## src/include/epti_pkg.sv

```systemverilog
/*
  Package for the egress PVID insertion block: register offsets, field positions,
  reset values and port numbering.
  Assumes one switch core clock and an 8-bit register port with byte addresses.
*/
package epti_pkg;
  localparam int          NUM_PORTS       = 5;
  localparam int          ADDR_W          = 8;
  localparam int          DATA_W          = 8;
  localparam int          PORT_W          = 3;
  localparam int          VID_W           = 12;
  // control byte offsets, ports 1 to 5
  localparam logic [7:0]  OFS_P1_CTRL     = 8'hB0;
  localparam logic [7:0]  OFS_P2_CTRL     = 8'hC0;
  localparam logic [7:0]  OFS_P3_CTRL     = 8'hD0;
  localparam logic [7:0]  OFS_P4_CTRL     = 8'hE0;
  localparam logic [7:0]  OFS_P5_CTRL     = 8'hF0;
  localparam logic [7:0]  OFS_PORT_STRIDE = 8'h10;
  // global control register holding the feature enable
  localparam logic [7:0]  OFS_GLOBAL_CTRL = 8'h87;
  localparam int          GLB_INS_EN_BIT  = 2;
  // selection fields inside a control byte
  localparam int          SEL_HIGHEST_BIT = 3;
  localparam int          SEL_HIGH2_BIT   = 2;
  localparam int          SEL_LOW2_BIT    = 1;
  localparam int          SEL_LOWEST_BIT  = 0;
  localparam int          SEL_W           = 4;
  localparam logic [3:0]  SEL_RESET       = 4'h0;
  localparam logic [7:0]  GLOBAL_RESET    = 8'h00;
  localparam logic [2:0]  PORT_NONE       = 3'h0;
endpackage

```

## src/include/epti_sel_if.sv

```systemverilog
/*
  Interface carrying the selection table and global enable from the register
  file to the per-frame decision logic.
  Assumes both ends run on the same clock.
*/
`timescale 1ns/10ps
interface epti_sel_if;
  import epti_pkg::*;
  logic [SEL_W-1:0] sel [NUM_PORTS];
  logic             ins_en;
  modport regs (output sel, output ins_en);
  modport user (input sel, input ins_en);
endinterface

```

## src/hdl/epti_decide.sv

```systemverilog
/*
  Decision logic: whether a frame from a source port leaving on an egress port
  gets the source PVID inserted.
  Assumes frame descriptors are synchronous to ref_clk and ports numbered 1..5.
*/
`timescale 1ns/10ps
module epti_decide
  import epti_pkg::*;
(
  // selection table
  epti_sel_if.user       sel_if,
  // frame query
  input  wire logic [PORT_W-1:0] src_port,
  input  wire logic [PORT_W-1:0] dst_port,
  input  wire logic              frame_tagged,
  output logic                   insert
);
  import epti_pkg::*;

  // rank of egress port among the four ports other than the source, 0 = lowest
  function automatic logic [1:0] other_rank(input logic [PORT_W-1:0] src,
                                            input logic [PORT_W-1:0] dst);
    logic [PORT_W-1:0] r;
    r = (dst > src) ? PORT_W'(dst - 3'd2) : PORT_W'(dst - 3'd1);
    return r[1:0];
  endfunction

  logic [1:0]  rank;
  logic        valid_pair;
  logic [2:0]  src_idx;

  always_comb begin
    valid_pair = (src_port >= 3'd1) && (src_port <= 3'(NUM_PORTS)) &&
                 (dst_port >= 3'd1) && (dst_port <= 3'(NUM_PORTS)) &&
                 (dst_port != src_port);
    rank       = other_rank(src_port, dst_port);
    src_idx    = valid_pair ? 3'(src_port - 3'd1) : 3'd0;
    insert     = 1'b0;
    // tagged frames never re-tagged; others pass unchanged unless selected
    if (valid_pair && !frame_tagged && sel_if.ins_en) begin
      // rank 3..0 maps to bits 3..0
      insert = sel_if.sel[src_idx][rank];
    end
  end
endmodule

```

## src/hdl/epti_top.sv

```systemverilog
/*
  Egress PVID insertion control for a five-port switch.
  Holds one control byte per source port, whose four low bits pick
  the other ports on which untagged frames from that source get the
  source PVID, and a global control byte whose enable bit gates the
  whole feature.
  For each frame descriptor it registers one insert decision and the
  VID to insert, one cycle after the descriptor; every output comes
  straight from a flip-flop.
  Assumes a synchronous byte-wide register port with one-cycle write
  and read strobes, and frame descriptors on ref_clk.
  Register writes and reads never stall; there is no wait state.
  Assumes source and egress ports numbered 1 to 5; any other number,
  or a frame sent back to its own source, is never tagged.
  The tag itself is added downstream in the egress datapath, which
  takes dec_insert and dec_vid while dec_valid is high.
*/
// Summary of operation
// - bit 3: insert PVID at highest other port
// - bit 2: insert at second highest other port
// - bit 1: insert at second lowest other port
// - bit 0: insert at lowest other port
// - insertion only while global enable bit set
// - six RW control bytes (five per port, one global), cleared at reset
`timescale 1ns/10ps
module epti_top
  import epti_pkg::*;
(
  // clock and reset
  input  wire logic                  ref_clk,
  input  wire logic                  nrst,
  // register port
  input  wire logic [ADDR_W-1:0]     reg_addr,
  input  wire logic                  reg_wr,
  input  wire logic                  reg_rd,
  input  wire logic [DATA_W-1:0]     reg_wdata,
  output logic      [DATA_W-1:0]     reg_rdata,
  output logic                       reg_rvalid,
  // frame descriptor
  input  wire logic                  frm_valid,
  input  wire logic [PORT_W-1:0]     frm_src_port,
  input  wire logic [PORT_W-1:0]     frm_dst_port,
  input  wire logic                  frm_tagged,
  input  wire logic [VID_W-1:0]      frm_src_pvid,
  // decision
  output logic                       dec_valid,
  output logic                       dec_insert,
  output logic      [VID_W-1:0]      dec_vid
);
  import epti_pkg::*;

  epti_sel_if sel_if ();

  // register file state
  logic [SEL_W-1:0]     sel_reg [NUM_PORTS];
  logic [DATA_W-1:0]    glb_reg;

  // address decode, shared by the write and read paths
  logic                 ctrl_hit;
  logic                 glb_hit;
  logic [PORT_W-1:0]    ctrl_idx;
  logic [NUM_PORTS-1:0] ctrl_wr_en;
  logic                 glb_wr_en;

  // read and decision paths
  logic [DATA_W-1:0]    rdata_next;
  logic                 ins_now;
  logic                 ins_take;
  logic [VID_W-1:0]     vid_next;

  // address of the control byte of port index i
  function automatic logic [ADDR_W-1:0] ctrl_offset(
    input int i
  );
    return ADDR_W'(OFS_P1_CTRL + 8'(i) * OFS_PORT_STRIDE);
  endfunction

  // port index for a control byte address, NUM_PORTS when not one
  function automatic int ctrl_index(
    input logic [ADDR_W-1:0] a
  );
    int idx;
    idx = NUM_PORTS;
    for (int i = 0; i < NUM_PORTS; i++) begin
      if (a == ctrl_offset(i)) begin
        idx = i;
      end
    end
    return idx;
  endfunction

  // control byte as seen on a read; only the selection field is stored
  function automatic logic [DATA_W-1:0] ctrl_readback(
    input logic [SEL_W-1:0] s
  );
    return {{(DATA_W-SEL_W){1'b0}}, s};
  endfunction

  // decode once per cycle; a read beside a write still sees the old byte
  always_comb begin
    ctrl_hit  = (ctrl_index(reg_addr) < NUM_PORTS);
    ctrl_idx  = ctrl_hit ? PORT_W'(ctrl_index(reg_addr)) : PORT_NONE;
    glb_hit   = (reg_addr == OFS_GLOBAL_CTRL);
    glb_wr_en = reg_wr && glb_hit;
  end

  // one write enable per control byte
  always_comb begin
    for (int i = 0; i < NUM_PORTS; i++) begin
      ctrl_wr_en[i] = reg_wr && ctrl_hit && (ctrl_idx == PORT_W'(i));
    end
  end

  // one control byte per source port; upper bits are dropped on write
  for (genvar p = 0; p < NUM_PORTS; p++) begin : g_ctrl
    always_ff @(posedge ref_clk or negedge nrst) begin
      if (!nrst) begin
        sel_reg[p] <= SEL_RESET;
      end else if (ctrl_wr_en[p]) begin
        sel_reg[p] <= reg_wdata[SEL_W-1:0];
      end
    end
  end

  // global control; only the enable bit acts here, others kept for readback
  always_ff @(posedge ref_clk or negedge nrst) begin
    if (!nrst) begin
      glb_reg <= GLOBAL_RESET;
    end else if (glb_wr_en) begin
      glb_reg <= reg_wdata;
    end
  end

  // unmapped addresses read zero
  always_comb begin
    rdata_next = '0;
    if (glb_hit) begin
      rdata_next = glb_reg;
    end else if (ctrl_hit) begin
      rdata_next = ctrl_readback(sel_reg[ctrl_idx]);
    end
  end

  // read answer one cycle after the strobe
  always_ff @(posedge ref_clk or negedge nrst) begin
    if (!nrst) begin
      reg_rvalid <= 1'b0;
    end else begin
      reg_rvalid <= reg_rd;
    end
  end

  // read data holds until the next read, so software may take it late
  always_ff @(posedge ref_clk or negedge nrst) begin
    if (!nrst) begin
      reg_rdata <= '0;
    end else if (reg_rd) begin
      reg_rdata <= rdata_next;
    end
  end

  // selection table to the decision logic
  always_comb begin
    for (int i = 0; i < NUM_PORTS; i++) begin
      sel_if.sel[i] = sel_reg[i];
    end
  end

  // feature enable; while clear no frame is tagged here at all
  always_comb begin
    sel_if.ins_en = glb_reg[GLB_INS_EN_BIT];
  end

  // per-frame decision is combinational and registered below
  epti_decide u_decide (
    .sel_if       (sel_if),
    .src_port     (frm_src_port),
    .dst_port     (frm_dst_port),
    .frame_tagged (frm_tagged),
    .insert       (ins_now)
  );

  // an insert only counts for a valid descriptor
  always_comb begin
    ins_take = frm_valid && ins_now;
  end

  // vid only travels with an insert, so an idle output carries nothing stale
  always_comb begin
    vid_next = '0;
    if (ins_take) begin
      vid_next = frm_src_pvid;
    end
  end

  // descriptor answered one cycle after frm_valid
  always_ff @(posedge ref_clk or negedge nrst) begin
    if (!nrst) begin
      dec_valid <= 1'b0;
    end else begin
      dec_valid <= frm_valid;
    end
  end

  // insert decision, never high without dec_valid
  always_ff @(posedge ref_clk or negedge nrst) begin
    if (!nrst) begin
      dec_insert <= 1'b0;
    end else begin
      dec_insert <= ins_take;
    end
  end

  always_ff @(posedge ref_clk or negedge nrst) begin
    if (!nrst) begin
      dec_vid <= '0;
    end else begin
      dec_vid <= vid_next;
    end
  end
endmodule

```

## config.mk

```make
export PLATFORM = sky130hd
export DESIGN_NAME = epti_top
export DESIGN_NICKNAME = d
export VERILOG_FILES = /design/src/include/epti_pkg.sv /design/src/include/epti_sel_if.sv /design/src/hdl/epti_decide.sv /design/src/hdl/epti_top.sv
export SDC_FILE = /design/constraint.sdc
export NUM_CORES = 1
export LEC_CHECK = 0
export BUFFER_PORTS_ARGS = -buffer_cell sky130_fd_sc_hd__buf_2
export CAP_MARGIN = 5
export CORE_MARGIN = 10
export CORE_UTILIZATION = 40
export CTS_CLUSTER_DIAMETER = 60
export DETAILED_ROUTE_END_ITERATION = 7
export HOLD_SLACK_MARGIN = 0.1
export PLACE_DENSITY = 0.6
export REMOVE_ABC_BUFFERS = 1
export SLEW_MARGIN = 15
export SYNTH_ARGS = -nofsm -noshare
export SYNTH_HDL_FRONTEND = slang
export SYNTH_SLANG_ARGS = --single-unit
```

## constraint.sdc

```tcl
create_clock -name ref_clk -period 2 [get_ports ref_clk]
set_clock_uncertainty 0.15 [all_clocks]
set_input_delay 0.2 -clock ref_clk [delete_from_list [all_inputs] [get_ports ref_clk]]
set_output_delay 0.2 -clock ref_clk [all_outputs]
set_load 0.1 [all_outputs]
```

==> key figures, run 1 <==
Global route
  • Largest net degree at the start of global routing: 52
  • All-layer global routing usage: 13.9%
  • First-pass GRT wire length: 11600 um
  • Antenna violations before repair: 0
  • GRT overflow: 0
  • Vias in the first global route: 2329

Die
  • Core area: 6350 um^2
  • Vert. Die Dim: 101 um
  • Core Rows: 29
  • Die width: 101 um
  • IO Pins: 63
  • Initial Util: 41.0%
  • Die ar.: 10100 um^2

Clocking
  • Worst skew pair latency: 0.30 ns
  • Clk sinks: 51
  • CTS tree: built
  • Clock root buffer: clkbuf_8
  • Clock Tree Buf Depth: 2
  • Clock slew at reported path FFs: 0.09 ns
  • Total CTS buffers: 5
  • H-tree level count: 2

Status
  • Status: finished, violations left
  • Violated checks: negative setup slack

Setup path
  • R2R Path Start: sel_if.sel[5]
  • Critical path required time: 2.04 ns
  • CP arrival: 2.42 ns
  • Crit path max-delay cell type: a211oi_2
  • CP max stage delay: 0.30 ns
  • CP Max Fanout: 6
  • Critical path type: input port to register
  • CP startpoint kind: input port
  • Cell breakdown of the critical path: buf_8 -> inv_4 -> ha_4 -> and3_4 -> a211o_4 -> nor3_4 -> buf_4 -> mux2i_2 -> a2111oi_2 -> a211oi_2 -> buf_4 -> and4bb_1
  • Critical Path End Type: register
  • CP most frequent cell: buf_4
  • Worst Setup SP: frm_src_port[1]

Logic synthesis
  • Mean Syn Cell Area: 12.0 um^2
  • Largest area contributor in the netlist: dfrtp_1
  • Synthesized area: 2610 um^2
  • Synth warnings: 0
  • Sequential fraction of the synthesis area: 49.0%
  • Synth top area cells: dfrtp_1, mux2_2, mux4_2, and4bb_2, mux2i_1
  • Cells after Synth: 218
  • Synth cell types: 39
  • Yosys top cell area share: 49.0%
  • FF+latch count, synth: 51

STA
  • Fin crit period: 2.39 ns
  • Final setup fails: 13
  • Crit share post-route: 119%
  • RSZ-0062 raised after global routing: true
  • Hold Vio Cnt, Final: 0
  • Peak Freq: 419 MHz
  • Worst Max-Slew Pin Slew: 0.651 ns
  • Min setup slack post-route: -0.388 ns
  • Slew Viols, Final: 0
  • Max transition margin: 56.6%

Layout
  • Area delta synth->final: 45.2%
  • Number of diodes: 0
  • Fillers: 532
  • Largest register FFs: 20
  • Nets@finish: 386
  • Finished layout cell area: 3780 um^2
  • Layout Cells excl Fill: 418
  • Ratio of cells with drive above 1 in the final layout: 51.0%

Route
  • WL/cell: 16.1 um
  • Initial DRC count: 60
  • TritonRoute pass-1 iters: 4
  • DRT Wirelength: 6730 um
  • WL met1: 2880 um
  • Metal3 WL: 402 um
  • Vias post-DR: 2099
  • Remaining DRCs: 0
  • Post-route ant nets: 0
  • Metal2 WL: 3410 um
  • Vias per cell: 5.02
  • Top sig layer: met4

Placed design
  • Cells after DPL: 376
  • HPWL Detailed: 4780 um
  • Post-DP Area: 3180 um^2
  • Port bufs: 62
  • GPL Wtd Cong: 0.812

Power
  • Worst vdd ir: 0.529 mV
  • Leak: 1.83 nW
  • Total power: 0.00226 W
  • PwrDens: 598 nW/um^2

Worst hold path
  • Worst hold-check path type: input port to register
  • Hold Startpoint: reg_addr[6]

Run
  • # Max-Cap Violations: 0
[what timing repair did]
item,CTS,global route
cloned,3,0
hold endpoints to repair,92,0
pin swaps,16,6
setup buffers,7,1
resized for setup,40,9
endpoints found under the setup margin,13,13
hold buffers,23,0
[per-stage QoR]
step | TNS, ns | worst slack (ns) | hold slack (ns) | util, %
6_report | -4.75 | -0.388 | 0.225 | 59.6
5_1_grt | -5.82 | -0.460 | 0.264 | 59.6
4_1_cts | -4.46 | -0.382 | 0.218 | 59.0
3_5_place_dp | -9.75 | -0.777 | 0.179 | 50.0
3_3_place_gp | -9.54 | -0.761 | 0.177 | 50.0
2_1_floorplan | -9.77 | -0.749 | -0.246 | -
[kinds of logic after synthesis]
kind of cell	count (synthesis)	share of synthesized area, %
AND/OR/NAND/NOR	68	17.2
flip-flops	51	49.0
multiplexers	42	19.5
AO/OA/AOI/OAI	28	6.87
buffers and inverters	18	2.88
adder cells (fa/ha/maj)	6	2.88
XOR/XNOR	5	1.68
[layout by cell type, fill, tap and decap left out, drive strengths merged, types with 7 or more instances in the layout]
| cell type | count |
|---|---|
| clkbuf | 7 |
| mux2i | 8 |
| dlygate4sd3 | 23 |
| inv | 10 |
| nand2 | 11 |
| nand3 | 9 |
| buf | 100 |
| mux2 | 30 |
| and4bb | 10 |
| nor2 | 15 |
| dfrtp | 51 |
| a21oi | 14 |
[Yosys cell counts]
| library cell | number |
|---|---|
| or3_1 | 2 |
| nor4_1 | 3 |
| nor2_1 | 15 |
| xor2_1 | 1 |
| a211oi_2 | 1 |
| a211oi_1 | 2 |
| inv_1 | 10 |
| a211o_1 | 1 |
| or3_4 | 1 |
| nor3b_1 | 3 |
| a22oi_1 | 2 |
| nor4b_1 | 1 |
| o311ai_0 | 1 |
| o21ai_0 | 4 |
| o211ai_1 | 1 |
| clkbuf_1 | 7 |
| nand2b_1 | 3 |
| a2111oi_2 | 1 |
| nor4_2 | 1 |
| mux2i_1 | 8 |
| xnor2_1 | 4 |
| nand3_1 | 9 |
| mux4_2 | 4 |
| buf_6 | 1 |
| nand4b_1 | 1 |
| and3_1 | 1 |
| nand4_1 | 2 |
| ha_1 | 6 |
| mux2_2 | 30 |
| dfrtp_1 | 51 |
| nor4bb_1 | 2 |
| and4bb_1 | 3 |
| and4bb_2 | 7 |
| nand2_1 | 11 |
| o22ai_1 | 1 |
| nor2b_1 | 1 |
| nor3_4 | 1 |
| a21oi_1 | 14 |
| or2_0 | 1 |
[area by class of cell]
| class | count | area, um^2 | share of cell area, % |
|---|---|---|---|
| Tap cell | 77 | 96.3 | 2.55 |
| Inverter | 10 | 47.5 | 1.26 |
| Multi-Input combinational cell | 149 | 1400 | 36.9 |
| Timing Repair Buffer | 123 | 888 | 23.5 |
| Clock buffer | 7 | 76.3 | 2.02 |
| Clock inverter | 1 | 5.00 | 0.132 |
| Sequential cell | 51 | 1280 | 33.7 |
[where the power goes]
part	internal, W	leakage (nW)	switching [W]	total (W)
Clock	0.000246	0.0422	0.000325	0.000571
Sequential	0.00107	0.694	0.0000327	0.00111
Combinational	0.000290	1.09	0.000296	0.000586
[per-layer routing]
layer / vias to the layer above / track usage (%)
met5: - / 0
met4: 0 / 2.93
met3: 2 / 4.25
met2: 43 / 23.4
met1: 1004 / 16.9
li1: 1050 / -
[final timing paths]
kind,endpoint,slack (ns),cells after the start
max,dec_vid[2],-0.39,12
min reg2reg,reg_rdata[5],0.36,2
min,reg_rdata[3],0.22,5
min in group asynchronous,glb_reg[2],0.38,3
max in group asynchronous,dec_vid[1],0.87,3
max reg2reg,dec_vid[2],0.21,6
[worst max-delay path, delay by kind of cell]
kind,cells,cell delay (ns)
AO/OA/AOI/OAI,3,0.69
adder cells (fa/ha/maj),1,0.19
buffers and inverters,4,0.52
multiplexers,1,0.22
AND/OR/NAND/NOR,3,0.60
Power figures use the tool's default switching activity.
==> inputs of run 2 (changes only) <==
--- a/config.mk
+++ b/config.mk
@@ -7,6 +7,7 @@
 export LEC_CHECK = 0
 export BUFFER_PORTS_ARGS = -buffer_cell sky130_fd_sc_hd__buf_2
 export CAP_MARGIN = 5
+export CORE_ASPECT_RATIO = 0.8
 export CORE_MARGIN = 10
 export CORE_UTILIZATION = 40
 export CTS_CLUSTER_DIAMETER = 60
==> constraint.sdc (replaced) <==
create_clock -name ref_clk -period 2 [get_ports ref_clk]
set_clock_uncertainty 0.15 [all_clocks]
set_input_delay 0 -clock ref_clk [delete_from_list [all_inputs] [get_ports ref_clk]]
set_output_delay 0 -clock ref_clk [all_outputs]
set_load 0.1 [all_outputs]
==> key figures, run 2 (synthesized netlist as in run 1, its figures left out) <==
Status
  • Status: finished, violations left
  • Violated checks: negative setup slack

Layout
  • Fillers: 545 (+2.4%)
  • Nets@finish: 382 (-1.0%)
  • Commonest cells after routing, fill and taps aside: buf_2, dfrtp_1, mux2_2
  • Number of diodes: 0 (unchanged)
  • Largest register FFs: 20 (unchanged)
  • Most common cell after layout, fill and taps aside: buf_2
  • Area delta synth->final: 43.1%
  • Finished layout cell area: 3730 um^2 (-1.5%)
  • Ratio of cells with drive above 1 in the final layout: 48.1% (-3.0 points)

Route
  • Vias post-DR: 2140 (+2.0%)
  • Vias per cell: 5.08 (+1.2%)
  • Initial DRC count: 60 (unchanged)
  • WL/cell: 16.2 um (+0.70%)
  • Remaining DRCs: 0 (unchanged)
  • TritonRoute pass-1 iters: 4 (unchanged)
  • DRT Wirelength: 6820 um (+1.4%)
  • Post-route ant nets: 0 (unchanged)

STA
  • Final setup fails: 13 (unchanged)
  • Slew Viols, Final: 0 (unchanged)
  • Fin crit period: 2.20 ns (-0.187 ns)
  • Min setup slack post-route: -0.200 ns (+0.187 ns)
  • Worst Max-Slew Pin Slew: 0.624 ns (-0.0275 ns)
  • Crit share post-route: 110% (-9.4 points)
  • Max transition margin: 58.4% (+1.8 points)
  • Hold Vio Cnt, Final: 0 (unchanged)
  • Peak Freq: 454 MHz (+8.5%)
  • RSZ-0062 raised after global routing: true

Clocking
  • Clock root buffer: clkbuf_8
  • CTS tree: built
  • Clk sinks: 51 (unchanged)
  • Clock slew at reported path FFs: 0.09 ns (about the same)
  • H-tree level count: 2 (unchanged)
  • Total CTS buffers: 5 (unchanged)
  • Worst skew pair latency: 0.30 ns (about the same)
  • Clock Tree Buf Depth: 2 (unchanged)

Power
  • Worst vdd ir: 0.318 mV (-40%)
  • PwrDens: 602 nW/um^2 (+0.66%)
  • Leak: 1.80 nW (-1.9%)

Setup path
  • Critical Path End Type: register
  • CP arrival: 2.29 ns (-0.13 ns)
  • CP startpoint kind: input port
  • Critical path type: input port to register
  • CP Max Fanout: 13 (+7)
  • Critical path required time: 2.09 ns (+0.05 ns)

Placed design
  • Post-DP Area: 3200 um^2 (+0.75%)
  • Port bufs: 62 (unchanged)
  • GPL Wtd Cong: 0.831 (+2.3%)
  • HPWL Detailed: 4760 um (-0.27%)
  • Worst slack, placed: -0.560 ns (+0.217 ns)

Die
  • Initial Util: 41.1% (about the same)
  • Die width: 110 um (+9.5%)
  • Core area: 6340 um^2 (about the same)
  • Die ar.: 10200 um^2 (+0.20%)
  • Vert. Die Dim: 92.2 um (-8.5%)
  • IO Pins: 63 (unchanged)
  • Core Rows: 26 (-10%)

Global route
  • All-layer global routing usage: 13.7% (-0.15 points)
  • Largest net degree at the start of global routing: 52 (unchanged)
  • First-pass GRT wire length: 11400 um (-1.6%)
  • Antenna violations before repair: 0 (unchanged)
  • Vias in the first global route: 2339 (+0.43%)
  • GRT overflow: 0 (unchanged)

Run
  • # Max-Cap Violations: 0 (unchanged)

Worst hold path
  • Worst hold-check path type: input port to register
-- run 2: cell count changes in the layout (fill, tap and decap cells not counted), sizes merged --
cell	before	now
buf	100	94
dlygate4sd3	23	25
-- run 2: power breakdown --
part	internal (W)	switching, W
logic	0.000276	0.000290
registers	0.00107	0.0000358
clock network	0.000246	0.000323
-- run 2: what timing repair did --
| action | in CTS | in global routing |
|---|---|---|
| hold buffers | 25 | 0 |
| endpoints found under the setup margin | 13 | 13 |
| buffers inserted | 1 | 1 |
| cloned | 1 | 0 |
| endpoints found under the hold margin | 101 | 0 |
| gates resized for setup | 20 | 17 |
| pin swaps | 10 | 10 |
-- run 2: final timing paths --
kind,depth (start not counted),to,start,slack (ns)
worst min-delay path,6,reg_rdata[4],reg_addr[7],0.13
worst min register to register,2,reg_rdata[4],glb_reg[4],0.35
min in group asynchronous,3,glb_reg[1],nrst,0.18
max in group asynchronous,3,sel_if.sel[9],nrst,1.10
worst max register to register,6,dec_vid[8],sel_if.sel[5],0.18
worst max-delay path,13,dec_vid[7],frm_src_port[1],-0.20
-- run 2: routing by layer --
layer  vias up  share of wire (%)  track usage [%]
met3         8                6.9             4.20
met5         -                  0                0
met1      1042                 45             17.7
met2        57                 47             21.7
met4         0                1.2             3.53
li1       1033                  -                -
-- run 2: final cells by class --
| type | instances | area (um^2) | area share, % |
|---|---|---|---|
| repair buffers | 119 | 851 | 22.8 |
| flip-flops and latches | 51 | 1280 | 34.2 |
| clock inverters | 1 | 5.00 | 0.134 |
| well taps | 84 | 105 | 2.82 |
| inverters | 10 | 47.5 | 1.27 |
| clock buffers | 7 | 76.3 | 2.05 |
| multi-input cells | 149 | 1370 | 36.7 |
-- run 2: through the flow --
stage | TNS, ns | total power, W | instances | hold slack (ns) | util [%]
final | -2.35 | 0.00225 | 421 | 0.126 | 58.8
after global routing | -2.98 | 0.00237 | 421 | 0.154 | 58.8
after CTS | -1.77 | 0.00223 | 420 | 0.127 | 57.4
after detailed placement | -6.86 | 0.00159 | 385 | -0.0170 | 50.5
after global placement | -6.46 | 0.00158 | 385 | -0.0204 | 50.5
after floorplan | -6.65 | 0.00138 | 210 | -0.446 | -
-- run 2: critical path: stages --
cell,delay (ns)
buf_8,0.10
inv_6,0.05
ha_4,0.19
and3_4,0.19
a211o_4,0.29
nor3_4,0.24
buf_6,0.15
buf_4,0.12
a21oi_1,0.06
a22oi_1,0.25
o22ai_1,0.15
buf_4,0.20
and4bb_2,0.29
==> inputs of run 3 (changes only) <==
--- a/config.mk
+++ b/config.mk
@@ -6,8 +6,7 @@
 export NUM_CORES = 1
 export LEC_CHECK = 0
 export BUFFER_PORTS_ARGS = -buffer_cell sky130_fd_sc_hd__buf_2
-export CAP_MARGIN = 5
-export CORE_ASPECT_RATIO = 0.8
+export CORE_ASPECT_RATIO = 0.5
 export CORE_MARGIN = 10
 export CORE_UTILIZATION = 40
 export CTS_CLUSTER_DIAMETER = 60
@@ -15,6 +14,7 @@
 export HOLD_SLACK_MARGIN = 0.1
 export PLACE_DENSITY = 0.6
 export REMOVE_ABC_BUFFERS = 1
+export SETUP_SLACK_MARGIN = 0.5
 export SLEW_MARGIN = 15
 export SYNTH_ARGS = -nofsm -noshare
 export SYNTH_HDL_FRONTEND = slang
==> key figures, run 3 (synthesized netlist as in run 1, its figures left out) <==
Setup path
  • End point of the critical path: dec_vid[10]
  • Register-to-Register Path Depth: 6 (unchanged)
  • Worst path buffer plus inverter count: 3 (-2)
  • Critical Path End Type: register
  • CP most frequent cell: a211oi_4
  • CP arrival: 2.28 ns (about the same)
  • Reg-to-reg endpoint: dec_vid[10]
  • Critical path required time: 2.03 ns (-0.06 ns)
  • R2R Path Start: sel_if.sel[5]
  • CP startpoint kind: input port
  • Setup slack, reg-to-reg: 0.14 ns (-0.04 ns)
  • Cell breakdown of the critical path: buf_8 -> inv_6 -> ha_4 -> and3_4 -> a211o_4 -> or3_4 -> a211oi_4 -> a2111oi_4 -> buf_4 -> a211oi_4 -> and4bb_2
  • CP Max Fanout: 7 (-6)
  • CP max stage delay: 0.41 ns (+0.12 ns)
  • Crit path max-delay family: compound AO/OA/AOI/OAI gates
  • Worst Setup SP: frm_src_port[1]
  • Crit path max-delay cell type: or3_4
  • WP depth: 11 (-2)
  • Critical path type: input port to register

Layout
  • Nets@finish: 394 (+3.1%)
  • Register area: 1280 um^2 (about the same)
  • Multi-input logic area: 1540 um^2 (+12%)
  • Largest register FFs: 20 (unchanged)
  • Number of diodes: 0 (unchanged)
  • Most common cell after layout, fill and taps aside: buf_2
  • Finished layout cell area: 4080 um^2 (+9.4%)
  • Commonest cells after routing, fill and taps aside: buf_2, dfrtp_1, buf_4
  • Area delta synth->final: 56.6%
  • Fillers: 479 (-12%)
  • Ratio of cells with drive above 1 in the final layout: 56.2% (+8.1 points)

Run
  • # Max-Cap Violations: 0 (unchanged)

STA
  • Max transition margin: 56.7% (-1.8 points)
  • Hold Vio Cnt, Final: 0 (unchanged)
  • Final setup fails: 13 (unchanged)
  • Crit share post-route: 112% (+2.4 points)
  • Min setup slack post-route: -0.248 ns (-0.0481 ns)
  • Slew Viols, Final: 0 (unchanged)
  • Worst Max-Slew Pin Slew: 0.650 ns (+0.0266 ns)
  • RSZ-0062 raised after global routing: true
  • Setup TNS: -2.90 ns (-0.552 ns)
  • Fin crit period: 2.25 ns (+0.0481 ns)
  • Peak Freq: 445 MHz (-2.1%)

Route
  • Initial DRC count: 94 (+57%)
  • DRT Wirelength: 7650 um (+12%)
  • Post-route ant nets: 0 (unchanged)
  • Metal2 WL: 3680 um (+14%)
  • WL met1: 3320 um (+8.5%)
  • Top sig layer: met4
  • WL/cell: 17.5 um (+8.0%)
  • Metal3 WL: 564 um (+20%)
  • TritonRoute pass-1 iters: 4 (unchanged)
  • Vias per cell: 5.11 (+0.48%)
  • Vias post-DR: 2232 (+4.3%)
  • Remaining DRCs: 0 (unchanged)

Clocking
  • Worst skew pair latency: 0.29 ns (about the same)
  • Total CTS buffers: 5 (unchanged)
  • Clock Tree Buf Depth: 2 (unchanged)
  • Clock slew at reported path FFs: 0.07 ns (-0.02 ns)
  • Clock root buffer: clkbuf_16
  • Clk sinks: 51 (unchanged)
  • CTS tree: built
  • H-tree level count: 2 (unchanged)

Global route
  • Vias in the first global route: 2407 (+2.9%)
  • Largest net degree at the start of global routing: 52 (unchanged)
  • First-pass GRT wire length: 12100 um (+6.0%)
  • All-layer global routing usage: 14.3% (+0.58 points)
  • Antenna violations before repair: 0 (unchanged)
  • GRT overflow: 0 (unchanged)

Placed design
  • Post-DP Area: 3180 um^2 (-0.78%)
  • GPL Wtd Cong: 0.815 (-2.0%)
  • HPWL Detailed: 4900 um (+2.8%)
  • Port bufs: 62 (unchanged)

Worst hold path
  • Hold Startpoint: reg_wr
  • Hold Crit Depth: 4 (-2)
  • Worst hold-check path type: input port to register

Die
  • Initial Util: 42.2% (+1.1 points)
  • Vert. Die Dim: 77.1 um (-16%)
  • Die ar.: 10300 um^2 (+1.7%)
  • Die width: 134 um (+22%)
  • Core area: 6180 um^2 (-2.6%)
  • Core Rows: 20 (-23%)
  • IO Pins: 63 (unchanged)

Status
  • Violated checks: negative setup slack
  • Status: finished, violations left

Power
  • Worst vdd ir: 0.350 mV (+10%)
  • Leak: 1.93 nW (+7.4%)
  • Total power: 0.00265 W (+18%)
  • PwrDens: 650 nW/um^2 (+7.9%)
-- run 3: changes by cell type in the layout (fill, tap and decap cells not counted), moves of 2 or more --
cell	before	now
clkbuf_8	5	1
buf_4	28	36
nor3b_2	1	3
a22oi_1	2	0
a22oi_2	0	2
nand3_2	0	3
nor3b_1	2	0
xnor2_2	0	2
nand3_1	9	6
a211oi_2	3	0
a211oi_4	0	4
buf_6	8	10
clkbuf_16	0	5
xnor2_1	4	2
-- run 3: what timing repair did --
| item | in CTS | in global routing |
|---|---|---|
| buffers inserted | 10 | 7 |
| setup endpoints to repair | 33 | 33 |
| pin swaps | 18 | 30 |
| cloned | 1 | 1 |
| hold buffers | 25 | 0 |
| endpoints found under the hold margin | 101 | 0 |
| gates resized for setup | 36 | 36 |
-- run 3: worst min-delay path by stage --
stage	end	slack, ns
floorplan	dec_insert	-0.45
global placement	dec_valid	-0.03
detailed placement	dec_valid	-0.03
CTS	reg_rdata[5]	0.16
global route	sel_if.sel[13]	0.16
finish	sel_if.sel[12]	0.14
-- run 3: cell type report --
cell class	instances	area share, %
timing repair buffer	130	23.4
multi-input combinational	150	37.7
clock buffer	7	3.49
inverter	10	1.23
sequential	51	31.3
tap	88	2.70
clock inverter	1	0.215
-- run 3: worst min-delay path, cell delays in order --
cell	delay, ns
buf_2	0.12
nand3_2	0.12
or3_4	0.17
mux2_2	0.15
-- run 3: per-stage QoR --
step	util [%]	hold WS (ns)	setup slack [ns]	instances
after floorplan	-	-0.446	-0.549	210
after global placement	51.4	-0.0273	-0.820	385
after detailed placement	51.4	-0.0271	-0.881	385
after CTS	62.7	0.157	-0.321	429
after global routing	66.0	0.160	-0.315	437
final	66.0	0.144	-0.248	437
-- run 3: metal layers --
layer	track usage (%)	vias to the layer above
li1	-	1058
met1	17.8	1094
met2	22.7	70
met3	5.01	10
met4	4.43	0
met5	0	-
-- run 3: where the power goes --
| group | switching (W) | total, W | internal, W | leakage, nW |
|---|---|---|---|---|
| Sequential | 0.0000336 | 0.00111 | 0.00108 | 0.693 |
| Combinational | 0.000347 | 0.000674 | 0.000327 | 1.16 |
| Clock | 0.000369 | 0.000870 | 0.000501 | 0.0741 |
